--- config.mk ---
export PLATFORM = sky130hd
export DESIGN_NAME = spdif_serial_input
export DESIGN_NICKNAME = d
export VERILOG_FILES = /design/src/verilog/spdif_in_pkg.sv /design/src/verilog/biphase_divider.sv /design/src/verilog/pair_buffer.sv /design/src/verilog/spdif_serial_input.sv
export SDC_FILE = /design/constraint.sdc
export NUM_CORES = 1
export LEC_CHECK = 0
export ABC_AREA = 1
export BUFFER_PORTS_ARGS = -buffer_cell sky130_fd_sc_hd__buf_2
export CAP_MARGIN = 20
export CELL_PAD_IN_SITES_DETAIL_PLACEMENT = 0
export CELL_PAD_IN_SITES_GLOBAL_PLACEMENT = 2
export CORE_UTILIZATION = 38
export CTS_BUF_LIST = sky130_fd_sc_hd__clkbuf_8
export CTS_CLUSTER_SIZE = 8
export DETAILED_ROUTE_END_ITERATION = 16
export GPL_TIMING_DRIVEN = 0
export PLACE_DENSITY = 0.95
export SYNTH_ARGS = -nofsm -noshare
export SYNTH_HDL_FRONTEND = slang
export SYNTH_HIERARCHICAL = 1
export SYNTH_SLANG_ARGS = --single-unit
--- constraint.sdc ---
create_clock -name mclk_i -period 8.16 [get_ports mclk_i]
set_input_delay 1.224 -clock mclk_i [delete_from_list [all_inputs] [get_ports mclk_i]]
set_output_delay 1.224 -clock mclk_i [all_outputs]
set_load 0.005 [all_outputs]
--- src/verilog/spdif_in_pkg.sv ---
// shared constants and types of the s/pdif transmitter serial input port
// assumes a single 125 MHz clock and an apb register bus
package spdif_in_pkg;

	// ***************************************************
	// register map, byte addresses
	// ***************************************************
	localparam logic [3:0] ctrl_addr   = 4'h0;
	localparam logic [3:0] status_addr = 4'h4;
	localparam logic [3:0] left_addr   = 4'h8;
	localparam logic [3:0] right_addr  = 4'hC;

	// ***************************************************
	// control and status fields
	// ***************************************************
	localparam int ctrl_en_bit    = 0;
	localparam int ctrl_fmt_lo    = 1;
	localparam int ctrl_width_lo  = 3;
	localparam int ctrl_ratio_bit = 5;
	localparam int status_ovr_bit = 0;
	localparam int status_lvl_bit = 1;

	// ***************************************************
	// modes
	// ***************************************************
	typedef enum logic [1:0] {
		fmt_right = 2'h0,
		fmt_i2s   = 2'h1,
		fmt_left  = 2'h2
	} fmt_t;

	typedef enum logic [1:0] {
		width_16 = 2'h0,
		width_18 = 2'h1,
		width_20 = 2'h2,
		width_24 = 2'h3
	} width_t;

	localparam logic [5:0] ctrl_reset = 6'h02; // enable off, i2s, 16 bit, 256x

	// ***************************************************
	// framing and clock ratios
	// ***************************************************
	localparam int          sample_bits       = 24;
	localparam logic [5:0]  half_frame_bits   = 6'h20; // 64 bit clocks per frame
	localparam int          osr_high          = 384;
	localparam int          osr_low           = 256;
	localparam int          biphase_per_frame = 128;
	localparam logic [1:0]  div_high          = 2'(osr_high / biphase_per_frame);
	localparam logic [1:0]  div_low           = 2'(osr_low / biphase_per_frame);

	typedef struct packed {
		logic [sample_bits-1:0] left;
		logic [sample_bits-1:0] right;
	} sample_pair_t;

endpackage

--- src/verilog/biphase_divider.sv ---
// divides oversampling clock edges down to the biphase clock enable
// assumes tick_i is a one-cycle pulse per oversampling clock rising edge
`timescale 1ns/1ps
module biphase_divider
	import spdif_in_pkg::*;
(
	input  wire logic       mclk_i,
	input  wire logic       rst_b_i,
	input  wire logic       tick_i,
	input  wire logic       ratio_high_i,
	output logic            biphase_en_o
);

	logic [1:0] cnt_reg;
	logic [1:0] cnt_next;
	logic [1:0] div_sel;
	logic       wrap;

	// ***************************************************
	// divide by 3 for 384x, by 2 for 256x
	// ***************************************************
	assign div_sel  = ratio_high_i ? div_high : div_low;
	assign wrap     = tick_i && (cnt_reg == div_sel - 2'h1);
	assign cnt_next = wrap ? 2'h0 : cnt_reg + 2'h1;

	// counter and enable pulse
	always_ff @(posedge mclk_i or negedge rst_b_i) begin
		if (!rst_b_i) begin
			cnt_reg      <= 2'h0;
			biphase_en_o <= 1'b0;
		end else begin
			biphase_en_o <= wrap;
			if (tick_i) begin
				cnt_reg <= cnt_next;
			end
		end
	end

endmodule

--- src/verilog/pair_buffer.sv ---
// small fifo for sample pairs, head entry drives the output directly
// assumes the drain side may stall freely
`timescale 1ns/1ps
module pair_buffer #(
	parameter int WIDTH = 48,
	parameter int DEPTH = 2
) (
	input  wire logic             mclk_i,
	input  wire logic             rst_b_i,
	input  wire logic             in_valid_i,
	output logic                  in_ready_o,
	input  wire logic [WIDTH-1:0] in_data_i,
	output logic                  out_valid_o,
	input  wire logic             out_ready_i,
	output logic [WIDTH-1:0]      out_data_o
);

	localparam int CW = $clog2(DEPTH + 1);

	logic [WIDTH-1:0] mem_reg [DEPTH];
	logic [CW-1:0]    level_reg;
	logic [CW-1:0]    level_after_pop;
	logic [CW-1:0]    level_next;
	logic             valid_reg;
	logic             push;
	logic             pop;

	assign push            = in_valid_i && in_ready_o;
	assign pop             = out_valid_o && out_ready_i;
	assign level_after_pop = pop ? level_reg - CW'(1) : level_reg;
	assign in_ready_o      = (level_reg != CW'(DEPTH));
	assign level_next      = level_after_pop + (push ? CW'(1) : CW'(0));
	assign out_valid_o     = valid_reg; // straight from a flip-flop
	assign out_data_o      = mem_reg[0];

	// entries shift toward the head on every pop
	for (genvar i = 0; i < DEPTH; i++) begin : g_entry
		always_ff @(posedge mclk_i or negedge rst_b_i) begin
			if (!rst_b_i) begin
				mem_reg[i] <= '0;
			end else if (push && level_after_pop == CW'(i)) begin
				mem_reg[i] <= in_data_i;
			end else if (pop && i < DEPTH - 1) begin
				mem_reg[i] <= mem_reg[(i + 1) % DEPTH];
			end
		end
	end

	// fill level and registered non-empty flag
	always_ff @(posedge mclk_i or negedge rst_b_i) begin
		if (!rst_b_i) begin
			level_reg <= '0;
			valid_reg <= 1'b0;
		end else begin
			level_reg <= level_next;
			valid_reg <= (level_next != '0);
		end
	end

endmodule

--- src/verilog/spdif_serial_input.sv ---
// serial audio input port of an s/pdif transmitter with apb registers
// assumes bit clock, word clock, data and oversampling clock are already
// synchronous to mclk_i and each stays stable for at least one mclk cycle
//
// Functional notes
// accepts left-justified, i2s or right-justified input, 16/18/20/24 bit words
// data bits are sampled on the bit clock rising edge in all formats
// right-justified: word clock high left; msb 32 minus width bits after edge
// right-justified with 64 bit clocks per frame: lsb ends at next edge
// i2s: word clock low left; msb one bit clock after each edge
// i2s is the format selected out of reset
// left-justified: word clock high left; msb right at the edge
// biphase clock enable divides oversampling clock, 384x or 256x frame rate
// bits shift msb first per channel; full pair goes to the core
//
// The placing of the registers and the APB interface to the registers are this design's own decisions.
`timescale 1ns/1ps
module spdif_serial_input
	import spdif_in_pkg::*;
(
	input  wire logic        mclk_i,
	input  wire logic        rst_b_i,
	// apb slave
	input  wire logic        psel_i,
	input  wire logic        penable_i,
	input  wire logic        pwrite_i,
	input  wire logic [3:0]  paddr_i,
	input  wire logic [31:0] pwdata_i,
	output logic [31:0]      prdata_o,
	output logic             pready_o,
	output logic             pslverr_o,
	// serial source
	input  wire logic        bit_clock_i,
	input  wire logic        word_clock_i,
	input  wire logic        serial_sample_line_i,
	input  wire logic        oversampling_clock_i,
	// transmitter core
	output logic             biphase_en_o,
	output logic             pair_valid_o,
	input  wire logic        pair_ready_i,
	output sample_pair_t     pair_o
);

	// ***************************************************
	// registers and state
	// ***************************************************
	logic [5:0]             ctrl_reg;
	logic                   ovr_reg;
	logic                   bclk_prev_reg;
	logic                   osc_prev_reg;
	logic                   ws_prev_reg;
	logic [5:0]             cnt_reg;
	logic [sample_bits-1:0] shift_reg;
	logic [sample_bits-1:0] left_reg;
	logic [sample_bits-1:0] right_reg;
	logic                   left_ok_reg;
	logic                   push_reg;
	logic [31:0]            prdata_reg;
	logic                   pready_reg;
	logic                   pslverr_reg;

	// ***************************************************
	// decode of control fields
	// ***************************************************
	logic       enable;
	fmt_t       fmt;
	width_t     width;
	logic       ratio_high;
	logic [5:0] wbits;
	logic [5:0] start_bit;
	logic [5:0] last_bit;

	assign enable     = ctrl_reg[ctrl_en_bit];
	assign fmt        = fmt_t'(ctrl_reg[ctrl_fmt_lo +: 2]);
	assign width      = width_t'(ctrl_reg[ctrl_width_lo +: 2]);
	assign ratio_high = ctrl_reg[ctrl_ratio_bit];

	// word length per width code
	assign wbits = (width == width_16) ? 6'h10 :
	               (width == width_18) ? 6'h12 :
	               (width == width_20) ? 6'h14 : 6'h18;

	// first data bit position after a word clock edge
	assign start_bit = (fmt == fmt_right) ? half_frame_bits - wbits :
	                   (fmt == fmt_left)  ? 6'h00 :
	                                        6'h01;
	assign last_bit  = start_bit + wbits - 6'h01;

	// ***************************************************
	// serial capture
	// ***************************************************
	logic                   bclk_rise;
	logic                   ws_edge;
	logic [5:0]             bit_pos;
	logic                   in_word;
	logic                   word_done;
	logic                   is_left;
	logic [sample_bits-1:0] shift_next;
	logic [sample_bits-1:0] word_aligned;
	logic [4:0]             align_sh;

	assign bclk_rise    = bit_clock_i && !bclk_prev_reg;
	assign ws_edge      = word_clock_i != ws_prev_reg;
	assign bit_pos      = ws_edge ? 6'h00 : cnt_reg;
	assign in_word      = (bit_pos >= start_bit) && (bit_pos <= last_bit);
	assign word_done    = enable && bclk_rise && (bit_pos == last_bit);
	// unused format code 3 runs as i2s, so only right and left take the high level
	assign is_left      = (fmt == fmt_right || fmt == fmt_left) ? word_clock_i :
	                      !word_clock_i;
	assign shift_next   = {shift_reg[sample_bits-2:0], serial_sample_line_i};
	assign align_sh     = 5'(6'(sample_bits) - wbits);
	assign word_aligned = shift_next << align_sh;

	// edge trackers and bit counter
	always_ff @(posedge mclk_i or negedge rst_b_i) begin
		if (!rst_b_i) begin
			bclk_prev_reg <= 1'b0;
			ws_prev_reg   <= 1'b0;
			cnt_reg       <= 6'h00;
		end else begin
			bclk_prev_reg <= bit_clock_i;
			if (bclk_rise) begin
				ws_prev_reg <= word_clock_i;
				cnt_reg     <= (bit_pos == 6'h3F) ? bit_pos : bit_pos + 6'h01;
			end
		end
	end

	// msb-first shifter, channel words left aligned
	always_ff @(posedge mclk_i or negedge rst_b_i) begin
		if (!rst_b_i) begin
			shift_reg <= '0;
		end else if (enable && bclk_rise && in_word) begin
			shift_reg <= shift_next;
		end
	end

	// channel holding and pair completion
	always_ff @(posedge mclk_i or negedge rst_b_i) begin
		if (!rst_b_i) begin
			left_reg    <= '0;
			right_reg   <= '0;
			left_ok_reg <= 1'b0;
			push_reg    <= 1'b0;
		end else begin
			push_reg <= word_done && !is_left && left_ok_reg;
			if (!enable) begin
				left_ok_reg <= 1'b0;
			end else if (word_done && is_left) begin
				left_reg    <= word_aligned;
				left_ok_reg <= 1'b1;
			end else if (word_done) begin
				right_reg   <= word_aligned;
				left_ok_reg <= 1'b0;
			end
		end
	end

	// ***************************************************
	// pair buffer toward the transmitter core
	// ***************************************************
	sample_pair_t pair_in;
	logic         buf_ready;
	logic         lost;

	assign pair_in.left  = left_reg;
	assign pair_in.right = right_reg;
	assign lost          = push_reg && !buf_ready;

	pair_buffer #(
		.WIDTH ($bits(sample_pair_t)),
		.DEPTH (2)
	) u_buf (
		.mclk_i      (mclk_i),
		.rst_b_i     (rst_b_i),
		.in_valid_i  (push_reg),
		.in_ready_o  (buf_ready),
		.in_data_i   (pair_in),
		.out_valid_o (pair_valid_o),
		.out_ready_i (pair_ready_i),
		.out_data_o  (pair_o)
	);

	// ***************************************************
	// biphase clock enable
	// ***************************************************
	logic osc_rise;

	assign osc_rise = oversampling_clock_i && !osc_prev_reg;

	// oversampling edge tracker
	always_ff @(posedge mclk_i or negedge rst_b_i) begin
		if (!rst_b_i) begin
			osc_prev_reg <= 1'b0;
		end else begin
			osc_prev_reg <= oversampling_clock_i;
		end
	end

	biphase_divider u_div (
		.mclk_i       (mclk_i),
		.rst_b_i      (rst_b_i),
		.tick_i       (osc_rise),
		.ratio_high_i (ratio_high),
		.biphase_en_o (biphase_en_o)
	);

	// ***************************************************
	// apb slave
	// ***************************************************
	logic        setup;
	logic        wr_take;
	logic        hit_ctrl;
	logic        hit_status;
	logic        hit_left;
	logic        hit_right;
	logic        mapped;
	logic [31:0] rd_mux;

	assign setup      = psel_i && !penable_i;
	assign wr_take    = psel_i && penable_i && pready_reg && pwrite_i;
	assign hit_ctrl   = (paddr_i == ctrl_addr);
	assign hit_status = (paddr_i == status_addr);
	assign hit_left   = (paddr_i == left_addr);
	assign hit_right  = (paddr_i == right_addr);
	assign mapped     = hit_ctrl || hit_status || hit_left || hit_right;

	// read data select, reserved bits zero
	assign rd_mux = hit_ctrl   ? {26'h0, ctrl_reg} :
	                hit_status ? {30'h0, pair_valid_o, ovr_reg} :
	                hit_left   ? {8'h0, left_reg} :
	                hit_right  ? {8'h0, right_reg} : 32'h0;

	// answer in the first access cycle
	always_ff @(posedge mclk_i or negedge rst_b_i) begin
		if (!rst_b_i) begin
			pready_reg  <= 1'b0;
			pslverr_reg <= 1'b0;
			prdata_reg  <= 32'h0;
		end else begin
			pready_reg  <= setup;
			pslverr_reg <= setup && !mapped;
			prdata_reg  <= (setup && !pwrite_i) ? rd_mux : 32'h0;
		end
	end

	// control write, overrun flag with set over clear
	always_ff @(posedge mclk_i or negedge rst_b_i) begin
		if (!rst_b_i) begin
			ctrl_reg <= ctrl_reset;
			ovr_reg  <= 1'b0;
		end else begin
			if (wr_take && hit_ctrl) begin
				ctrl_reg <= pwdata_i[5:0];
			end
			if (lost) begin
				ovr_reg <= 1'b1;
			end else if (wr_take && hit_status && pwdata_i[status_ovr_bit]) begin
				ovr_reg <= 1'b0;
			end
		end
	end

	assign prdata_o  = prdata_reg;
	assign pready_o  = pready_reg;
	assign pslverr_o = pslverr_reg;

endmodule

==> metrics.txt, run 1 <==
mean number of vias per cell=4.88; clk buf depth=3; synth unique cells=39; Crit path required time=8.58 ns; CTS tree=built; Filler Cell Count=3022; pwr/cell area=221 mW/mm²; global-route usage over all layers=21.2%; Final Skew=0.0296 ns; Clock power frac=36.3%; Worst Min Path Start=shift_reg[22]; Core ar.=0.0297 mm²; Post-Synthesis Cell Area=0.0115 mm²; share of layout cells above drive strength 1=17.8%; initial antenna violation count=0; hold buffer count at CTS=0; Ys Warns=6; GP Congestion=0.884; overall die height=176 µm; Skew-Pair Late Insertion Delay=0.56 ns; Total Wirelength=31600 µm; Seq cells post-synth=217; fin crit share=48.2%; post-placement cell area=0.0125 mm²; CTS resizes=0; Worst Path Class, Setup=register to register; Startpoint Class=register; Slew Viols, Final=0; fmax=254 MHz; mean post-synth cell area=7.72 µm²; Int Pwr=1.96 mW; Worst-Margin Slew=0.649 ns; IO Count=130; DIE WIDTH=176 µm; setup repair after global routing missed its margin=no; CP arrival=4.35 ns; Peak VDD IR=0.000142 V; clk slew on worst S/H paths=0.05 ns; Final #Nets=1705; MaxCap Viol Count=0; CP endpoint kind=register; outcome=finished, final reports clean; clk sink count=217; sequential share of the synthesized area=47.3%; Cells after Synth=1487; design area=0.0134 mm²; final setup violation count=0; Worst Setup SP=ctrl_reg[4]; Max-slew headroom=56.7%; Max FO, Critical Path=10; Worst R2R Start=ctrl_reg[4]; class of the worst hold path=register to register; Multi-input gate area=0.00477 mm²; drt pass-1 iters=5; drt wl/cell=15.5 µm; Antenna diodes=0; vias after detailed routing=9985; Hold Vio Cnt, Final=0; most common cell after layout, fill and taps aside=nand2_1; LEAKAGE=7.18 nW; PortBufs=95; switching pwr=1.00 mW; setup repair bufs after CTS=0; number of core rows=63; Area Overhead vs Synth=16.4%; first-pass GRT wire length=51600 µm; Starting Density=38.6%; Flop pwr share=41.8%; Final ANT Viol Nets=0; Remaining DRCs=0; combinational share of power=21.9%; Switching Share=33.9%; reg2reg setup slack=4.22 ns; vias in the first global route=9690; die area=0.0309 mm²; H-tree levels=2; Final min period=3.94 ns; Storage cell area=0.00543 mm²; Initial DRC Count=695; largest net degree at the start of global routing=100; hpwl dp=23900 µm; Root Driver=clkbuf_8; cts bufs inserted=40; Remaining Overflow, GRT=0; Setup TNS=0 ns; commonest non-fill, non-tap cells in the layout=nand2_1 (579), dfrtp_1 (216), nand3_1 (172), buf_2 (127), inv_1 (115)
## metrics by stage
step / total power, mW / util (%) / instances / hold slack, ns / setup slack [ns]
after CTS: 2.99 / 45.0 / 2046 / 0.472 / 4.17
final: 2.96 / 45.0 / 2046 / 0.469 / 4.22
after floorplan: 1.67 / - / 1494 / 0.442 / 4.92
after detailed placement: 1.90 / 42.2 / 1981 / 0.458 / 4.22
after global placement: 1.89 / 42.0 / 1979 / 0.462 / 1.99
after global routing: 3.12 / 45.0 / 2046 / 0.506 / 3.87
## worst paths after layout
check	cells past startpoint	endpoint
min	2	shift_reg[22]
max in group asynchronous	3	shift_reg[18]
max reg2reg	20	left_reg[17]
min in group asynchronous	1	u_buf/out_data_o[15]
max	20	left_reg[17]
min reg2reg	2	shift_reg[22]
## power groups by stage
| stage | combinational [mW] | sequential (mW) | clock, mW |
|---|---|---|---|
| 2_1_floorplan | 0.450 | 1.22 | 0 |
| 6_report | 0.649 | 1.23 | 1.07 |
| 5_1_grt | 0.725 | 1.24 | 1.15 |
| 4_1_cts | 0.649 | 1.23 | 1.10 |
| 3_5_place_dp | 0.646 | 1.25 | 0 |
| 3_3_place_gp | 0.636 | 1.25 | 0 |
## cell families (layout without fill, tap and decap cells)
family | count (synthesis) | after routing | share of synthesized area [%]
simple gates | 859 | 859 | 32.3
buf+inv | 256 | 418 | 11.4
flops | 217 | 217 | 47.3
compound gates | 122 | 122 | 5.59
fa+ha+maj | 26 | 26 | 2.90
xor+xnor | 6 | 6 | 0.523
other cells | 1 | 8 | 0.0327
## final cells by class
class	instances	share of cell area, %
flip-flops and latches	217	40.6
plain buffers	139	6.49
repair buffers	97	4.05
well taps	390	3.65
clock buffers	51	5.25
clock inverters	14	0.927
multi-input cells	1021	35.7
inverters	117	3.29
## worst max-delay path, stage by stage, from the launching register on
cell and delay (ns):
dfrtp_1 0.43, inv_1 0.14, ha_1 0.19, buf_2 0.23
buf_2 0.27, nand2_1 0.12, o21ai_0 0.16, inv_1 0.08
ha_1 0.28, a21oi_1 0.15, o21ai_0 0.12, xnor2_1 0.14
ha_1 0.28, nand2_1 0.10, nor2_4 0.17, nand4_4 0.17
nor2_4 0.29, inv_2 0.12, buf_2 0.23, nand2_1 0.08
nand2_1 0.05
## cell usage after synthesis, drive strengths merged
library cell | instances | area [µm²]
dfrtp | 216 | 5410
o21bai | 2 | 18.8
buf | 113 | 769
dfstp | 1 | 26.3
o211ai | 4 | 30.0
o21a | 1 | 7.51
clkbuf | 26 | 97.6
conb | 1 | 3.75
fa | 1 | 20.0
a21oi | 32 | 164
or2 | 3 | 18.8
xor2 | 2 | 17.5
nand4 | 57 | 372
ha | 25 | 313
o21ai | 78 | 390
xnor2 | 4 | 42.6
inv | 117 | 439
nor2 | 35 | 171
nor3 | 4 | 35.0
a31oi | 5 | 31.3
nand2 | 586 | 2230
nand3 | 174 | 881
## per-layer routing
layer	GRT usage [%]	vias up	wire, µm
met2	35.4	244	15100
met4	7.75	0	937
li1	-	5001	-
met1	27.8	4670	14200
met5	0	-	0
met3	2.94	70	1410
Note: power is estimated with default switching activity, not from simulation.
==> inputs of run 2 (changes only) <==
--- a/config.mk
+++ b/config.mk
@@ -10,12 +10,12 @@
 export CAP_MARGIN = 20
 export CELL_PAD_IN_SITES_DETAIL_PLACEMENT = 0
 export CELL_PAD_IN_SITES_GLOBAL_PLACEMENT = 2
-export CORE_UTILIZATION = 38
+export CORE_UTILIZATION = 32
 export CTS_BUF_LIST = sky130_fd_sc_hd__clkbuf_8
 export CTS_CLUSTER_SIZE = 8
 export DETAILED_ROUTE_END_ITERATION = 16
 export GPL_TIMING_DRIVEN = 0
-export PLACE_DENSITY = 0.95
+export PLACE_DENSITY = 0.87
 export SYNTH_ARGS = -nofsm -noshare
 export SYNTH_HDL_FRONTEND = slang
 export SYNTH_HIERARCHICAL = 1
==> constraint.sdc (replaced) <==
create_clock -name mclk_i -period 3.3 [get_ports mclk_i]
set_input_delay 0.495 -clock mclk_i [delete_from_list [all_inputs] [get_ports mclk_i]]
set_output_delay 0.495 -clock mclk_i [all_outputs]
set_load 0.005 [all_outputs]
==> metrics.txt, run 2 (synthesis gave the netlist of run 1 again) <==
Setup TNS=0 ns; Layout Utilization=38.8%; MaxCap Viol Count=0; first-pass GRT wire length=53400 µm; CTS tree=built; Remaining DRCs=0; Root Driver=clkbuf_8; vias in the first global route=9896; pwr/cell area=522 mW/mm²; Peak VDD IR=0.000229 V; Startpoint Class=register; DIE WIDTH=191 µm; vias after detailed routing=10200; Worst Path Class, Setup=register to register; Max FO, Critical Path=6; Filler Cell Count=3761; Antenna diodes=0; critical path buffer and inverter count=6; Initial DRC Count=614; clk slew on worst S/H paths=0.06 ns; hold buffer count at CTS=0; overall die height=191 µm; most common cell after layout, fill and taps aside=nand2_1; worst-path cell chain=inv_2 -> ha_4 -> or2_4 -> ha_4 -> inv_2 -> ha_4 -> inv_2 -> o21ai_2 -> a21oi_1 -> ha_1 -> nand2_2 -> nor2_4 -> nand4_4 -> nor2_4 -> inv_4 -> buf_8 -> buf_6 -> nand2_1 -> nand2_1; largest net degree at the start of global routing=117; hpwl dp=24900 µm; Final ANT Viol Nets=0; die area=0.0366 mm²; CP arrival=3.63 ns; critical path's largest stage delay=0.42 ns; cell count of the worst reg-to-reg path=19; number of core rows=69; crit-path leading delay family=adder cells; Starting Density=32.4%; hold slack=-0.0309 ns; clk sink count=217; class of the worst hold path=input port to async pin; global-route usage over all layers=18.6%; initial antenna violation count=0; Area Overhead vs Synth=19.7%; CP endpoint kind=register; Final Total Pwr=7.18 mW; Max-slew headroom=45.7%; Hold Vio Cnt, Final=17; Slew Viols, Final=0; fin crit share=97.4%; Final min period=3.21 ns; share of layout cells above drive strength 1=20.1%; H-tree levels=2; Crit path required time=3.72 ns; final setup violation count=0; logic depth of the worst setup path including buffers=19; outcome=complete, but fails checks; Worst-Margin Slew=0.815 ns; Core ar.=0.0354 mm²; drt wl/cell=15.7 µm; GP Congestion=0.873; failing checks=negative hold slack; IO Count=130; PortBufs=95; Final #Nets=1726; mean number of vias per cell=4.76; LEAKAGE=7.30 nW; Skew-Pair Late Insertion Delay=0.55 ns; Final Skew=0.0228 ns; CP max-delay cell=dfrtp_1; cts bufs inserted=38; commonest non-fill, non-tap cells in the layout=nand2_1 (574), dfrtp_1 (216), nand3_1 (171), buf_2 (120), inv_1 (118); Remaining Overflow, GRT=0; clk buf depth=3; fmax=311 MHz; drt pass-1 iters=5; Total Wirelength=33600 µm
run 2: changes by cell type in the layout (fill, tap and decap cells not counted), moves of 4 or more:
cell / change
ha_1: -5
buf_4: +20
buf_2: -7
buf_6: +7
nand2_1: -5
nand2_2: +4
ha_4: +5
run 2: layer usage:
layer  share of wire, %  global-route usage, %
met5                  0                      0
met3                3.6                   2.46
met2                 49                   32.0
met4                2.3                   5.53
met1                 45                   24.2
run 2: through the flow:
stage | setup WS [ns] | hold slack, ns | std cells | instance area (µm²)
2_1_floorplan | 0.0634 | 0.199 | 1494 | 11500
3_3_place_gp | -2.15 | 0.463 | 2050 | 12600
3_5_place_dp | -0.626 | 0.474 | 2051 | 12600
4_1_cts | 0.000273 | 0.0102 | 2123 | 13400
5_1_grt | -0.0211 | 0.0322 | 2144 | 13700
6_report | 0.0854 | -0.0309 | 2144 | 13700
run 2: final timing paths:
check	start	endpoint	slack [ns]
max in group asynchronous	rst_b_i	left_reg[17]	2.30
hold reg to reg	u_buf/mem_reg[0]	u_buf/mem_reg[0]	0.49
setup reg to reg	ctrl_reg[3]	left_reg[16]	0.09
min in group mclk_i	oversampling_clock_i	osc_prev_reg	0.07
setup / recovery	ctrl_reg[3]	left_reg[16]	0.09
hold / removal	rst_b_i	u_buf/out_data_o[13]	-0.03
run 2: power by group:
part	total [mW]	internal [mW]	switching, mW
Clock	2.45	1.33	1.12
Sequential	3.05	2.84	0.203
Combinational	1.68	0.490	1.19
run 2: layout make-up:
| class | count | area (µm²) | share of cell area [%] |
|---|---|---|---|
| Buffer | 137 | 910 | 6.62 |
| Clock buffer | 49 | 674 | 4.91 |
| Clock inverter | 20 | 86.3 | 0.628 |
| Inverter | 117 | 445 | 3.24 |
| Multi-Input combinational cell | 1021 | 4880 | 35.6 |
| Sequential cell | 217 | 5430 | 39.5 |
| Tap cell | 461 | 577 | 4.20 |
| Timing Repair Buffer | 122 | 729 | 5.31 |
run 2: worst reg2reg max path, delay by kind of cell (launching register included):
kind            cells  cell delay [ns]
fa+ha+maj           4             1.00
simple gates        7             0.92
buf+inv             6             0.53
flops               1             0.42
compound gates      2             0.21
run 2: repair_timing:
item,in CTS,in global routing
buffers inserted,5,20
resized for setup,20,36
hold endpoints to repair,0,0
gates cloned,0,1
pin swaps,5,14
endpoints found under the setup margin,73,73
==> inputs of run 3 (changes only) <==
--- a/config.mk
+++ b/config.mk
@@ -16,6 +16,7 @@
 export DETAILED_ROUTE_END_ITERATION = 16
 export GPL_TIMING_DRIVEN = 0
 export PLACE_DENSITY = 0.87
+export SETUP_SLACK_MARGIN = 0.2
 export SYNTH_ARGS = -nofsm -noshare
 export SYNTH_HDL_FRONTEND = slang
 export SYNTH_HIERARCHICAL = 1
==> metrics.txt, run 3 (synthesis gave the netlist of run 1 again) <==
largest net degree at the start of global routing=124; Skew-Pair Late Insertion Delay=0.56 ns; first-pass GRT wire length=54300 µm; critical path buffer and inverter count=5; Clock power frac=35.6%; initial antenna violation count=0; Slew Viols, Final=0; Max FO, Critical Path=5; Remaining DRCs=0; grt met1 use=24.0%; H-tree levels=2; routing usage on met3=3.36%; overall die height=191 µm; Worst R2R Start=ctrl_reg[3]; DIE WIDTH=191 µm; vias in the first global route=9962; switching pwr=2.58 mW; drt pass-1 iters=7; reg-to-reg endpoint=left_reg[14]; Final Skew=0.0130 ns; Antenna diodes=0; Starting Density=32.4%; worst-path cell chain=inv_2 -> ha_4 -> or2_4 -> ha_4 -> inv_2 -> ha_4 -> inv_2 -> o21ai_1 -> a21oi_1 -> ha_1 -> nand2_2 -> nor2_4 -> nand4_4 -> nor2_4 -> buf_12 -> buf_8 -> nand4_1 -> nand2_1; MaxCap Viol Count=0; global-route usage over all layers=19.0%; CP max-delay cell=dfrtp_1; commonest non-fill, non-tap cells in the layout=nand2_1 (543), dfrtp_1 (216), nand3_1 (156), buf_2 (116), inv_1 (109); Core ar.=0.0354 mm²; Flop pwr share=40.9%; Place WS=-0.494 ns; cell count of the worst reg-to-reg path=18; Total Wirelength=33800 µm; Int Pwr=4.92 mW; fin crit share=95.1%; final setup violation count=0; LEAKAGE=7.41 nW; Root Driver=clkbuf_8; drt wl/cell=15.7 µm; vias after detailed routing=10100; Worst-Margin Slew=0.752 ns; Final ANT Viol Nets=0; Switching Share=34.4%; Peak VDD IR=0.000215 V; CP arrival=3.63 ns; die area=0.0366 mm²; GP Congestion=0.848; CP endpoint kind=register; met2 Usage GRT=32.6%; reg2reg setup slack=0.16 ns; IO Count=130; Hold EP=osc_prev_reg; hpwl dp=24900 µm; hold depth=1; pwr/cell area=529 mW/mm²; CTS tree=built; Initial DRC Count=536; outcome=finished, final reports clean; most common cell after layout, fill and taps aside=nand2_1; combinational share of power=23.5%; clk buf depth=3; Final Total Pwr=7.50 mW; mean number of vias per cell=4.70; fmax=319 MHz; cts bufs inserted=39; clk sink count=217; Final min period=3.14 ns; Remaining Overflow, GRT=0; Worst Min Path Start=oversampling_clock_i; Crit path required time=3.80 ns; Area Overhead vs Synth=23.4%; fin worst setup slack=0.163 ns; busiest grt layer=met2; share of layout cells above drive strength 1=23.7%; number of core rows=69; clk slew on worst S/H paths=0.06 ns; Startpoint Class=register; Max-slew headroom=49.8%; Hold Vio Cnt, Final=0; Final #Nets=1733; Worst Path Class, Setup=register to register; critical path's largest stage delay=0.42 ns; class of the worst hold path=input port to register; PortBufs=95; crit-path leading delay family=adder cells; setup repair after global routing missed its margin=yes
## run 3: worst max-delay path by stage
stage               depth (start not counted)         from  slack [ns]             to
floorplan                                  18  ctrl_reg[2]        0.20   left_reg[19]
global placement                            1      rst_b_i       -2.11   prdata_o[17]
detailed placement                         19  ctrl_reg[3]       -0.49   left_reg[20]
CTS                                        19  ctrl_reg[4]        0.19  right_reg[14]
global route                               18  ctrl_reg[3]       -0.02  shift_reg[17]
finish                                     18  ctrl_reg[3]        0.16   left_reg[14]
## run 3: cell type report
class / count / area [µm²]
Tap cell: 461 / 577
Timing Repair Buffer: 126 / 815
Multi-Input combinational cell: 1021 / 5110
Inverter: 117 / 442
Clock inverter: 17 / 124
Fill cell: 3711 / 21200
Sequential cell: 217 / 5430
Buffer: 139 / 968
Clock buffer: 51 / 702
## run 3: per-stage QoR
stage	cell area (µm²)	hold WS, ns	std cells	utilization (%)	setup TNS, ns
2_1_floorplan	11500	0.199	1494	-	0
3_3_place_gp	12600	0.462	2050	35.5	-471.90
3_5_place_dp	12600	0.460	2051	35.6	-22.55
4_1_cts	14000	0.0220	2148	39.4	0
5_1_grt	14200	0.0318	2149	40.0	-0.263
6_report	14200	0.0540	2149	40.0	0
## run 3: power by group through the flow
| stage | combinational (mW) | sequential (mW) | clock (mW) |
|---|---|---|---|
| after floorplan | 1.11 | 3.01 | 0 |
| after global placement | 1.59 | 3.09 | 0 |
| after detailed placement | 1.61 | 3.10 | 0 |
| after CTS | 1.72 | 3.05 | 2.76 |
| after global routing | 1.96 | 3.09 | 2.87 |
| final | 1.76 | 3.06 | 2.67 |
## run 3: timing repair
action,in CTS,in global routing
hold endpoints to repair,32,0
gates resized for setup,71,59
endpoints found under the setup margin,73,73
pin swaps,25,32
hold buffers,1,0
setup buffers,23,1
gates cloned,5,0
## run 3: worst register-to-register path, cell delays in order (launching register included)
cell and delay, ns:
dfrtp_1 0.42, inv_2 0.10, ha_4 0.17, or2_4 0.25, ha_4 0.27, inv_2 0.03
ha_4 0.26, inv_2 0.04, o21ai_1 0.12, a21oi_1 0.08, ha_1 0.33, nand2_2 0.09
nor2_4 0.13, nand4_4 0.14, nor2_4 0.22, buf_12 0.14, buf_8 0.11, nand4_1 0.09
nand2_1 0.09
## run 3: routing by layer
metal	share of wire (%)	up-vias
li1	-	5065
met1	44	4775
met2	49	200
met3	4.2	62
met4	3.0	0
met5	0	-
